[config.mk]
export PLATFORM = sky130hd
export DESIGN_NAME = battery_smi_event_logic
export DESIGN_NICKNAME = d
export VERILOG_FILES = /design/src/hw/battery_smi_pkg.sv /design/src/hw/battery_smi_event_logic.sv
export SDC_FILE = /design/constraint.sdc
export NUM_CORES = 1
export LEC_CHECK = 0
export BUFFER_PORTS_ARGS = -buffer_cell sky130_fd_sc_hd__buf_2
export CAP_MARGIN = 20
export CORE_AREA = 2 2 89 91
export DETAILED_ROUTE_END_ITERATION = 12
export DIE_AREA = 0 0 91 93
export PLACE_DENSITY_LB_ADDON = 0.25
export SYNTH_ARGS = -nofsm -noshare
export SYNTH_HDL_FRONTEND = slang
export SYNTH_SLANG_ARGS = --single-unit
[constraint.sdc]
create_clock -name ref_clk_in -period 2.8 [get_ports ref_clk_in]
set_input_delay 0.42 -clock ref_clk_in [delete_from_list [all_inputs] [get_ports ref_clk_in]]
set_output_delay 0.42 -clock ref_clk_in [all_outputs]
set_load 0.03 [all_outputs]
[src/hw/battery_smi_pkg.sv]
package battery_smi_pkg;

    // Register indexes
    localparam logic [7:0] SOURCE_STATUS_IDX     = 8'h43;
    localparam logic [7:0] MISC_SIX_IDX          = 8'h70;
    localparam logic [7:0] BATTERY_CONTROL_IDX   = 8'h74;
    localparam logic [7:0] EVENT_ENABLE_IDX      = 8'h82;
    localparam logic [7:0] PMU_REQUEST_CLEAR_IDX = 8'hA2;
    localparam logic [7:0] CPU_LEVEL_STATUS_IDX  = 8'hA3;
    localparam logic [7:0] EVENT_CONTROL_IDX     = 8'hA5;
    localparam logic [7:0] PMU_CONTROL_TWO_IDX   = 8'hAF;
    localparam logic [7:0] FUNCTION_ENABLE_IDX   = 8'hB0;
    localparam logic [7:0] MISC_PIN_STATUS_IDX   = 8'hB3;

    // Reset values of the writable registers
    localparam logic [7:0] BATTERY_CONTROL_RST = 8'h00;
    localparam logic [7:0] EVENT_ENABLE_RST    = 8'h00;
    localparam logic [7:0] PMU_CONTROL_TWO_RST = 8'h00;
    localparam logic [7:0] FUNCTION_ENABLE_RST = 8'h00;
    localparam logic [7:0] MISC_SIX_RST        = 8'h00;

    // Field positions
    localparam int EXT_ENABLE_BIT      = 4;
    localparam int EXT_POLARITY_BIT    = 5;
    localparam int EXT_LEVEL_BIT       = 1;
    localparam int SOFT_MAINS_BIT      = 5;
    localparam int SLOW_CLOCK_BIT      = 5;
    localparam int FIRST_ENABLE_BIT    = 5;
    localparam int SECOND_ENABLE_BIT   = 6;
    localparam int THIRD_ENABLE_BIT    = 7;
    localparam int LOW_DOZE_EVENT_BIT  = 1;
    localparam int DOZE_SLEEP_EVENT_BIT = 2;
    localparam int SLEEP_SUSP_EVENT_BIT = 3;
    localparam int AUTO_SLEEP_OFF_BIT  = 6;
    localparam int AUTO_SUSP_OFF_BIT   = 7;
    localparam int PMU_STATUS_BIT      = 5;
    localparam int EXT_STATUS_BIT      = 6;
    localparam int MODE_FIELD_LSB      = 4;

    // Synchronised pin positions
    localparam int PIN_FIRST  = 0;
    localparam int PIN_SECOND = 1;
    localparam int PIN_THIRD  = 2;
    localparam int PIN_FINAL  = 3;
    localparam int PIN_MAINS  = 4;
    localparam int PIN_EXT    = 5;
    localparam int PIN_COUNT  = 6;
    localparam logic [PIN_COUNT-1:0] PIN_RST = 6'h2F;

    localparam int IO_SOURCES = 5;

    typedef enum logic [2:0] {
        MODE_HIGH_PLL = 3'h0,
        MODE_LOW_PLL  = 3'h1,
        MODE_DOZE     = 3'h3,
        MODE_SLEEP    = 3'h2,
        MODE_SUSPEND  = 3'h6,
        MODE_OFF      = 3'h7
    } pmu_mode_type;

    typedef struct packed {
        logic [7:0] addr;
        logic [7:0] wdata;
        logic       wr;
        logic       rd;
    } reg_req_type;

    typedef struct packed {
        logic [PIN_COUNT-1:0] sync1;
        logic [PIN_COUNT-1:0] sync2;
        logic [PIN_COUNT-1:0] sync3;
        logic [PIN_COUNT-1:0] pins;
        logic [7:0]           bat_ctl;
        logic [7:0]           ev_en;
        logic [7:0]           pmu_ctl2;
        logic [7:0]           fn_en;
        logic [7:0]           misc_six;
        logic [IO_SOURCES-1:0] io_stat;
        logic                 io_req;
        logic                 ext_pend;
        logic                 ext_prev;
        logic                 pmu_req;
        logic                 first_flag;
        logic                 first_arm;
        logic                 third_flag;
        logic                 third_arm;
        logic                 second_flag;
        logic                 second_prev;
        logic                 mode_flag;
        logic                 mode_ack;
        logic                 clk_run;
        logic                 stop_pend;
        logic                 active_prev;
        pmu_mode_type         mode;
        logic [7:0]           rdata;
    } state_type;

endpackage

[src/hw/battery_smi_event_logic.sv]
// Contract
// - Requests during a handler stay pending and re-raise after it.
// - I/O-decode requests are not re-raised; their status bits read 1.
// - Enable bit 4 enables the external pin; bit 5 picks polarity.
// - Polarity 1 requests while the pin is low, polarity 0 while it is high.
// - External pin level reads at misc pin status bit 1.
// - Requests repeat while the shared pin stays active.
// - Battery inputs warn when low; mains high means external power.
// - First three battery levels read in CPU level status.
// - Control-two bit 5 slows high-speed clock when first warning and mains low.
// - Enable bit 5 arms first warning; after reset 1-to-0 raises.
// - Event control read clears first warning and arms opposite level.
// - First or third event runs clock until refresh after control write.
// - Second warning low, no mains: step down per refresh to Sleep.
// - Stepping resumes after wake-up; enabled mode-change events pause it.
// - Enable bit 6: second warning falling edges request; control read clears.
// - Second warning masked in Sleep, Suspend, Off, final low; Doze starts clock.
// - Enable bit 7: third warning behaves like the first.
// - Final warning never requests and has no readable bit.
// - Final warning low, no mains: step down to Suspend; timers govern Off.
// - Final warning low forces Suspend on the refresh after entering Sleep.
// - Soft mains acts as mains, but only the pin stops forced stepping.
//
// The strobed register port was left to the implementer.
`timescale 1ns/10ps
`default_nettype none

module battery_smi_event_logic
    import battery_smi_pkg::*;
(
    // Clock and reset
    input  wire logic                  ref_clk_in,
    input  wire logic                  rst_in,
    // Register port
    input  wire reg_req_type           reg_bus_in,
    output logic [7:0]                 reg_rdata_out,
    // Asynchronous pins
    input  wire logic                  external_event_pin_in,
    input  wire logic                  battery_warn_first_n_in,
    input  wire logic                  battery_warn_second_n_in,
    input  wire logic                  battery_warn_third_n_in,
    input  wire logic                  battery_warn_final_n_in,
    input  wire logic                  mains_present_in,
    // Core and PMU context, same clock
    input  wire logic                  handler_active_in,
    input  wire logic                  refresh_tick_in,
    input  wire logic [IO_SOURCES-1:0] io_decode_event_in,
    input  wire logic                  wake_event_in,
    input  wire logic                  suspend_timeout_in,
    // Results
    output logic                       smi_request_out,
    output pmu_mode_type               pmu_mode_out,
    output logic                       cpu_clock_run_out,
    output logic                       cpu_clock_slow_out
);

    state_type state_reg;
    state_type state_next;

    logic       rd_hit;
    logic       wr_hit;
    logic       soft_or_pin_mains;
    logic       ext_active;
    logic       handler_start;
    logic       first_low;
    logic       second_low;
    logic       third_low;
    logic       final_low;
    logic       mains_pin;
    logic       force_sleep;
    logic       force_susp;
    logic       want_step;
    logic       step_event_on;
    logic       first_fire;
    logic       third_fire;
    logic       second_fire;
    logic       ctl_read;
    logic       ctl_write;
    pmu_mode_type mode_down;

    always_comb
    begin
        state_next = state_reg;

        // Three-stage pin capture
        state_next.sync1 = {external_event_pin_in, mains_present_in, battery_warn_final_n_in,
                            battery_warn_third_n_in, battery_warn_second_n_in, battery_warn_first_n_in};
        state_next.sync2 = state_reg.sync1;
        state_next.sync3 = state_reg.sync2;
        for (int i = 0; i < PIN_COUNT; i++)
        begin
            if (state_reg.sync2[i] == state_reg.sync3[i])
            begin
                state_next.pins[i] = state_reg.sync3[i];
            end
        end

        first_low  = ~state_reg.pins[PIN_FIRST];
        second_low = ~state_reg.pins[PIN_SECOND];
        third_low  = ~state_reg.pins[PIN_THIRD];
        final_low  = ~state_reg.pins[PIN_FINAL];
        mains_pin  = state_reg.pins[PIN_MAINS];
        soft_or_pin_mains = mains_pin | state_reg.misc_six[SOFT_MAINS_BIT];

        rd_hit    = reg_bus_in.rd;
        wr_hit    = reg_bus_in.wr;
        ctl_read  = rd_hit && (reg_bus_in.addr == EVENT_CONTROL_IDX);
        ctl_write = wr_hit && (reg_bus_in.addr == EVENT_CONTROL_IDX);

        handler_start = handler_active_in & ~state_reg.active_prev;
        state_next.active_prev = handler_active_in;

        // Register writes
        if (wr_hit)
        begin
            case (reg_bus_in.addr)
                MISC_SIX_IDX:        state_next.misc_six = reg_bus_in.wdata;
                BATTERY_CONTROL_IDX: state_next.bat_ctl  = reg_bus_in.wdata;
                EVENT_ENABLE_IDX:    state_next.ev_en    = reg_bus_in.wdata;
                PMU_CONTROL_TWO_IDX: state_next.pmu_ctl2 = reg_bus_in.wdata;
                FUNCTION_ENABLE_IDX: state_next.fn_en    = reg_bus_in.wdata;
                default:             ;
            endcase
        end

        // Register reads, answered one cycle later
        state_next.rdata = 8'h00;
        if (rd_hit)
        begin
            case (reg_bus_in.addr)
                SOURCE_STATUS_IDX:    state_next.rdata = {1'b0, state_reg.ext_pend, state_reg.pmu_req,
                                                          state_reg.io_stat};
                MISC_SIX_IDX:         state_next.rdata = state_reg.misc_six;
                BATTERY_CONTROL_IDX:  state_next.rdata = state_reg.bat_ctl;
                EVENT_ENABLE_IDX:     state_next.rdata = state_reg.ev_en;
                PMU_REQUEST_CLEAR_IDX: state_next.rdata = {7'h00, state_reg.pmu_req};
                CPU_LEVEL_STATUS_IDX: state_next.rdata = {1'b0, state_reg.mode, 1'b0,
                                                          state_reg.pins[PIN_THIRD:PIN_FIRST]};
                EVENT_CONTROL_IDX:    state_next.rdata = {4'h0, state_reg.mode_flag, state_reg.third_flag,
                                                          state_reg.second_flag, state_reg.first_flag};
                PMU_CONTROL_TWO_IDX:  state_next.rdata = state_reg.pmu_ctl2;
                FUNCTION_ENABLE_IDX:  state_next.rdata = state_reg.fn_en;
                MISC_PIN_STATUS_IDX:  state_next.rdata = {6'h00, state_reg.pins[PIN_EXT], 1'b0};
                default:              state_next.rdata = 8'h00;
            endcase
        end

        // I/O decode sources
        if (rd_hit && (reg_bus_in.addr == SOURCE_STATUS_IDX))
        begin
            state_next.io_stat = '0;
        end
        state_next.io_stat = state_next.io_stat | io_decode_event_in;
        if (handler_start)
        begin
            state_next.io_req = 1'b0;
        end
        if (|io_decode_event_in && !handler_active_in)
        begin
            state_next.io_req = 1'b1;
        end

        // External pin, normalised so that 1 means asserted
        ext_active = state_reg.fn_en[EXT_POLARITY_BIT] ? ~state_reg.pins[PIN_EXT]
                                                       : state_reg.pins[PIN_EXT];
        state_next.ext_prev = ext_active;
        if (handler_start)
        begin
            state_next.ext_pend = 1'b0;
        end
        if (state_reg.fn_en[EXT_ENABLE_BIT] && ext_active)
        begin
            state_next.ext_pend = 1'b1;
        end

        // First warning: level trigger that re-arms on the opposite level
        first_fire = state_reg.ev_en[FIRST_ENABLE_BIT] && !state_reg.first_flag
                     && (first_low == state_reg.first_arm);
        if (ctl_read && state_reg.first_flag)
        begin
            state_next.first_flag = 1'b0;
            state_next.first_arm  = ~state_reg.first_arm;
        end
        if (first_fire)
        begin
            state_next.first_flag = 1'b1;
        end

        // Third warning: same scheme as the first
        third_fire = state_reg.ev_en[THIRD_ENABLE_BIT] && !state_reg.third_flag
                     && (third_low == state_reg.third_arm);
        if (ctl_read && state_reg.third_flag)
        begin
            state_next.third_flag = 1'b0;
            state_next.third_arm  = ~state_reg.third_arm;
        end
        if (third_fire)
        begin
            state_next.third_flag = 1'b1;
        end

        // Second warning: falling edge only
        state_next.second_prev = state_reg.pins[PIN_SECOND];
        second_fire = state_reg.ev_en[SECOND_ENABLE_BIT] && state_reg.second_prev && second_low
                      && !final_low && (state_reg.mode != MODE_SLEEP)
                      && (state_reg.mode != MODE_SUSPEND) && (state_reg.mode != MODE_OFF);
        if (ctl_read)
        begin
            state_next.second_flag = 1'b0;
        end
        if (second_fire)
        begin
            state_next.second_flag = 1'b1;
        end

        // Forced step-down targets
        force_sleep = !state_reg.bat_ctl[AUTO_SLEEP_OFF_BIT] && second_low && !mains_pin;
        force_susp  = (!state_reg.bat_ctl[AUTO_SUSP_OFF_BIT] || state_reg.mode == MODE_SLEEP)
                      && final_low && !mains_pin;

        case (state_reg.mode)
            MODE_HIGH_PLL:
            begin
                mode_down     = MODE_LOW_PLL;
                want_step     = force_sleep || force_susp;
                step_event_on = 1'b0;
            end
            MODE_LOW_PLL:
            begin
                mode_down     = MODE_DOZE;
                want_step     = force_sleep || force_susp;
                step_event_on = state_reg.ev_en[LOW_DOZE_EVENT_BIT];
            end
            MODE_DOZE:
            begin
                mode_down     = MODE_SLEEP;
                want_step     = force_sleep || force_susp;
                step_event_on = state_reg.ev_en[DOZE_SLEEP_EVENT_BIT];
            end
            MODE_SLEEP:
            begin
                mode_down     = MODE_SUSPEND;
                want_step     = force_susp;
                step_event_on = state_reg.ev_en[SLEEP_SUSP_EVENT_BIT];
            end
            MODE_SUSPEND:
            begin
                mode_down     = MODE_OFF;
                want_step     = 1'b0;
                step_event_on = 1'b0;
            end
            default:
            begin
                mode_down     = MODE_OFF;
                want_step     = 1'b0;
                step_event_on = 1'b0;
            end
        endcase

        // A write to event control releases a paused step and clears the mode flag
        if (ctl_write)
        begin
            state_next.mode_flag = 1'b0;
            if (state_reg.mode_flag)
            begin
                state_next.mode_ack = 1'b1;
            end
        end

        if (wake_event_in)
        begin
            state_next.mode     = MODE_HIGH_PLL;
            state_next.mode_ack = 1'b0;
        end
        else if (suspend_timeout_in && state_reg.mode == MODE_SUSPEND)
        begin
            state_next.mode = MODE_OFF;
        end
        else if (refresh_tick_in && want_step)
        begin
            if (step_event_on && !state_reg.mode_ack)
            begin
                state_next.mode_flag = 1'b1;
            end
            else
            begin
                state_next.mode     = mode_down;
                state_next.mode_ack = 1'b0;
            end
        end

        // PMU request
        if (wr_hit && reg_bus_in.addr == PMU_REQUEST_CLEAR_IDX)
        begin
            state_next.pmu_req = 1'b0;
        end
        if ((state_next.first_flag && !state_reg.first_flag)
            || (state_next.second_flag && !state_reg.second_flag)
            || (state_next.third_flag && !state_reg.third_flag)
            || (state_next.mode_flag && !state_reg.mode_flag))
        begin
            state_next.pmu_req = 1'b1;
        end

        // Temporary clock run
        if (ctl_write)
        begin
            state_next.stop_pend = 1'b1;
        end
        if (refresh_tick_in && state_reg.stop_pend)
        begin
            state_next.clk_run   = 1'b0;
            state_next.stop_pend = 1'b0;
        end
        if (first_fire || third_fire || (second_fire && state_reg.mode == MODE_DOZE))
        begin
            state_next.clk_run = 1'b1;
        end

        if (rst_in)
        begin
            state_next             = '0;
            state_next.sync1       = PIN_RST;
            state_next.sync2       = PIN_RST;
            state_next.sync3       = PIN_RST;
            state_next.pins        = PIN_RST;
            state_next.bat_ctl     = BATTERY_CONTROL_RST;
            state_next.ev_en       = EVENT_ENABLE_RST;
            state_next.pmu_ctl2    = PMU_CONTROL_TWO_RST;
            state_next.fn_en       = FUNCTION_ENABLE_RST;
            state_next.misc_six    = MISC_SIX_RST;
            state_next.first_arm   = 1'b1;
            state_next.third_arm   = 1'b1;
            state_next.second_prev = 1'b1;
            state_next.mode        = MODE_HIGH_PLL;
        end
    end

    always_ff @(posedge ref_clk_in)
    begin
        state_reg <= state_next;
    end

    // Pending sources re-raise as soon as the running handler ends
    assign smi_request_out    = !handler_active_in
                                && (state_reg.pmu_req || state_reg.ext_pend || state_reg.io_req);
    assign reg_rdata_out      = state_reg.rdata;
    assign pmu_mode_out       = state_reg.mode;
    assign cpu_clock_run_out  = state_reg.clk_run;
    assign cpu_clock_slow_out = state_reg.pmu_ctl2[SLOW_CLOCK_BIT] && ~state_reg.pins[PIN_FIRST]
                                && !soft_or_pin_mains && (state_reg.mode == MODE_HIGH_PLL);

endmodule // battery_smi_event_logic

`default_nettype wire

==> flow_metrics.tcl <==
set metrics [dict create \
    worst-slew-pin-transition_ns 0.667 \
    result_of_the_run "complete, no violations" \
    drt-pass1-iter-count 8 \
    vias_in_the_first_global_route 3181 \
    route.met3.wl_um 788 \
    class_of_the_most_critical_hold_timing_path "in2reg" \
    critical_path.max_stage_delay_ns 0.70 \
    final.fill_count 709 \
    clock_tree.buffer_depth 2 \
    hold_violations 0 \
    met2WireLength_mm 4.42 \
    gp_congestion 0.894 \
    unrepaired_setup_endpoints_after_global_routing "false" \
    cp.buffers_inverters 1 \
    initial_core_util_pct 53.4 \
    register_clock_pin_slew_on_the_reported_worst_setup_and_hold_paths_ns 0.11 \
    wire_per_inst_um 16.9 \
    chipHeight_um 93 \
    grt_pass1_wl_mm 16.3 \
    achievable-frequency_ghz 0.416 \
    grt.total_usage_pct 24.4 \
    clock_tree.root_cell "sky130_fd_sc_hd__clkbuf_8" \
    top_layer "met4" \
    hpwl_mm 7.24 \
    power.density_nw_per_um2 535 \
    cts-buffers-inserted 9 \
    crit_path_start_kind "flop" \
    largest_register_ff_count 81 \
    drcViolationCount 0 \
    clock-skew-final_ns 0.0122 \
    ff_latch_area_um2 1880 \
    combined_area_of_all_synthesized_cells_um2 4020 \
    report.final.setup_viol 0 \
    cts_repair_resize_count 0 \
    finalCriticalPeriod_ns 2.40 \
    placedInstanceArea_um2 4270 \
    synth.largest_area_cell "sky130_fd_sc_hd__dfxtp_1" \
    ys.warnings.count 0 \
    i_o_pin_total 49 \
    final_net_count 521 \
    critical_path.cell_chain "or4b_2 -> nor4_1 -> buf_2" \
    synth_top_cells_by_area "sky130_fd_sc_hd__dfxtp_1 47%, sky130_fd_sc_hd__a21oi_1 6.8%, sky130_fd_sc_hd__nand2_1 5.1%" \
    cts_setup_buffers 0 \
    synth_top_cell_area_share_pct 46.8 \
    fp.coreArea_um2 7530 \
    final_area_um2 4460 \
    initialDrtViolationCount 413 \
    layout_worst_path_cycle_share_pct 85.9 \
    cpMaxStageDelayCell "sky130_fd_sc_hd__or4b_2" \
    cp-end-kind "output port" \
    leakagePower_nw 1.59 \
    via_count 3495 \
    cts_htree_levels 3 \
    tritoncts_clock_tree "yes" \
    synth.avg_cell_area_um2 8.86 \
    num_rows 32 \
    cts_sinks 94 \
    criticalPathCategory "reg2out" \
    die_width_um 91 \
    finalWirelength_mm 10.0 \
    data_required_time_at_the_worst_endpoint_ns 2.38 \
    worst_path_dominant_cell_family "simple AND/OR/NAND/NOR gates" \
    irDropWorstVdd_v 0.000386 \
    synth-seq-area-share_pct 46.8 \
    avgViaCountPerCell 5.89 \
    clock_latency_ns 0.37 \
    diodes 0 \
    synthDistinctLibCells 55 \
    maxSlewViolCount 0 \
    final_core_occ_pct 59.3 \
    postSynth.topFlopCell "sky130_fd_sc_hd__dfxtp_1" \
    async_flop_share_pct 0 \
    drive_gt1_share_pct 21.0 \
    max_slew_margin_pct 55.2 \
    timing.critical_path.arrival_ns 1.98 \
    grt_max_degree 46 \
    path_max_fanout 11 \
    drv.max_cap_violation_count 0 \
    antenna_found_initial 0 \
    floorplan.die_area_um2 8460 \
    area_growth_syn_to_fin_pct 10.9 \
    io_buffers 48 \
    antenna_violating_nets_post_route 0 \
    m1WireLength_mm 4.61 \
    multi_input_area_um2 1930 \
    tns_ns 0 \
    post_cts_hold_buffer_count 0 \
    synthCells 454 \
    synth_enable_flop_cells 0 \
    syn-num-nets 489 \
    yosys_reg_bits 94 \
    overflow 0 \
]
-- through the flow --
stage	hold WS (ns)	instances	power [mW]	worst slack [ns]
after floorplan	0.389	454	1.47	0.404
after global placement	0.392	577	1.53	0.688
after detailed placement	0.394	577	1.53	0.681
after CTS	0.214	593	2.40	0.401
after global routing	0.199	593	2.46	0.321
final	0.223	593	2.38	0.396
-- worst reg2reg max path, cell delays in order (launching register included) --
cell and delay (ns):
sky130_fd_sc_hd__dfxtp_1 0.60, sky130_fd_sc_hd__and2b_1 0.23, sky130_fd_sc_hd__a22oi_1 0.09, sky130_fd_sc_hd__nor3_1 0.52, sky130_fd_sc_hd__or3b_1 0.41, sky130_fd_sc_hd__a21oi_1 0.13
-- kinds of logic (layout without fill, tap and decap cells) --
kind of cell	after synthesis	in the layout	synth area share, %
simple gates	196	196	26.6
compound gates	109	109	17.6
flops	94	94	46.8
buf+inv	39	76	5.16
mux	11	11	2.80
xor+xnor	5	5	1.09
-- where the power goes --
group	total (mW)	leakage, nW	internal [mW]	switching (mW)
Combinational	0.139	0.730	0.0503	0.0891
Sequential	1.36	0.763	1.35	0.00930
Clock	0.882	0.0974	0.352	0.530
Total	2.38	1.59	1.76	0.628
-- layer usage --
metal	track usage [%]	vias to the layer above
met3	4.75	22
met5	0	-
met1	34.5	1648
met2	37.5	150
li1	-	1675
met4	8.21	0
-- final timing paths --
check                           slack [ns]                  to                     from  cells after the start
worst max-delay path                  0.40  cpu_clock_slow_out          pmu_mode_out[1]                      3
worst min-delay path                  0.22       state_reg[92]  battery_warn_final_n_in                      2
worst max register to register        0.76       state_reg[15]          pmu_mode_out[1]                      5
worst min register to register        0.42       state_reg[83]            state_reg[89]                      1
-- layout by cell type (no fill, tap or decap), types with 5 or more instances in the layout --
cell type                  netlist  layout
sky130_fd_sc_hd__clkbuf_8        0       9
sky130_fd_sc_hd__buf_4          14      10
sky130_fd_sc_hd__o21bai_1        6       6
sky130_fd_sc_hd__nand3_1        38      38
sky130_fd_sc_hd__nand2b_1        8       8
sky130_fd_sc_hd__a31oi_1         7       7
sky130_fd_sc_hd__xor2_1          5       5
sky130_fd_sc_hd__or2_2          16      16
sky130_fd_sc_hd__nand2_1        55      55
sky130_fd_sc_hd__mux2i_1         9       9
sky130_fd_sc_hd__a21oi_1        55      55
sky130_fd_sc_hd__nor3_1         11      11
sky130_fd_sc_hd__dfxtp_1        94      94
sky130_fd_sc_hd__nor2b_1         8       8
sky130_fd_sc_hd__buf_2           7      48
sky130_fd_sc_hd__nor2_1         33      33
sky130_fd_sc_hd__a222oi_1        7       7
sky130_fd_sc_hd__a22oi_1        10      10
-- cell type report --
cell class	count	share of cell area [%]
Clock buffer	9	2.78
Clock inverter	7	1.63
Inverter	2	0.168
Multi-Input combinational cell	321	43.3
Sequential cell	94	42.2
Tap cell	102	2.86
Timing Repair Buffer	58	7.07
-- cells in the mapped netlist, drive strengths merged, types with 4 or more instances --
| cell | number |
|---|---|
| a21oi | 55 |
| nand3 | 38 |
| buf | 23 |
| mux2i | 9 |
| nand2b | 8 |
| nor4b | 4 |
| a22oi | 10 |
| or2 | 17 |
| nor3 | 13 |
| nor2b | 8 |
| a222oi | 7 |
| o21bai | 6 |
| nand2 | 56 |
| clkbuf | 14 |
| xor2 | 5 |
| nor2 | 33 |
| a31oi | 7 |
| dfxtp | 94 |
(Power assumes the default switching activity.)
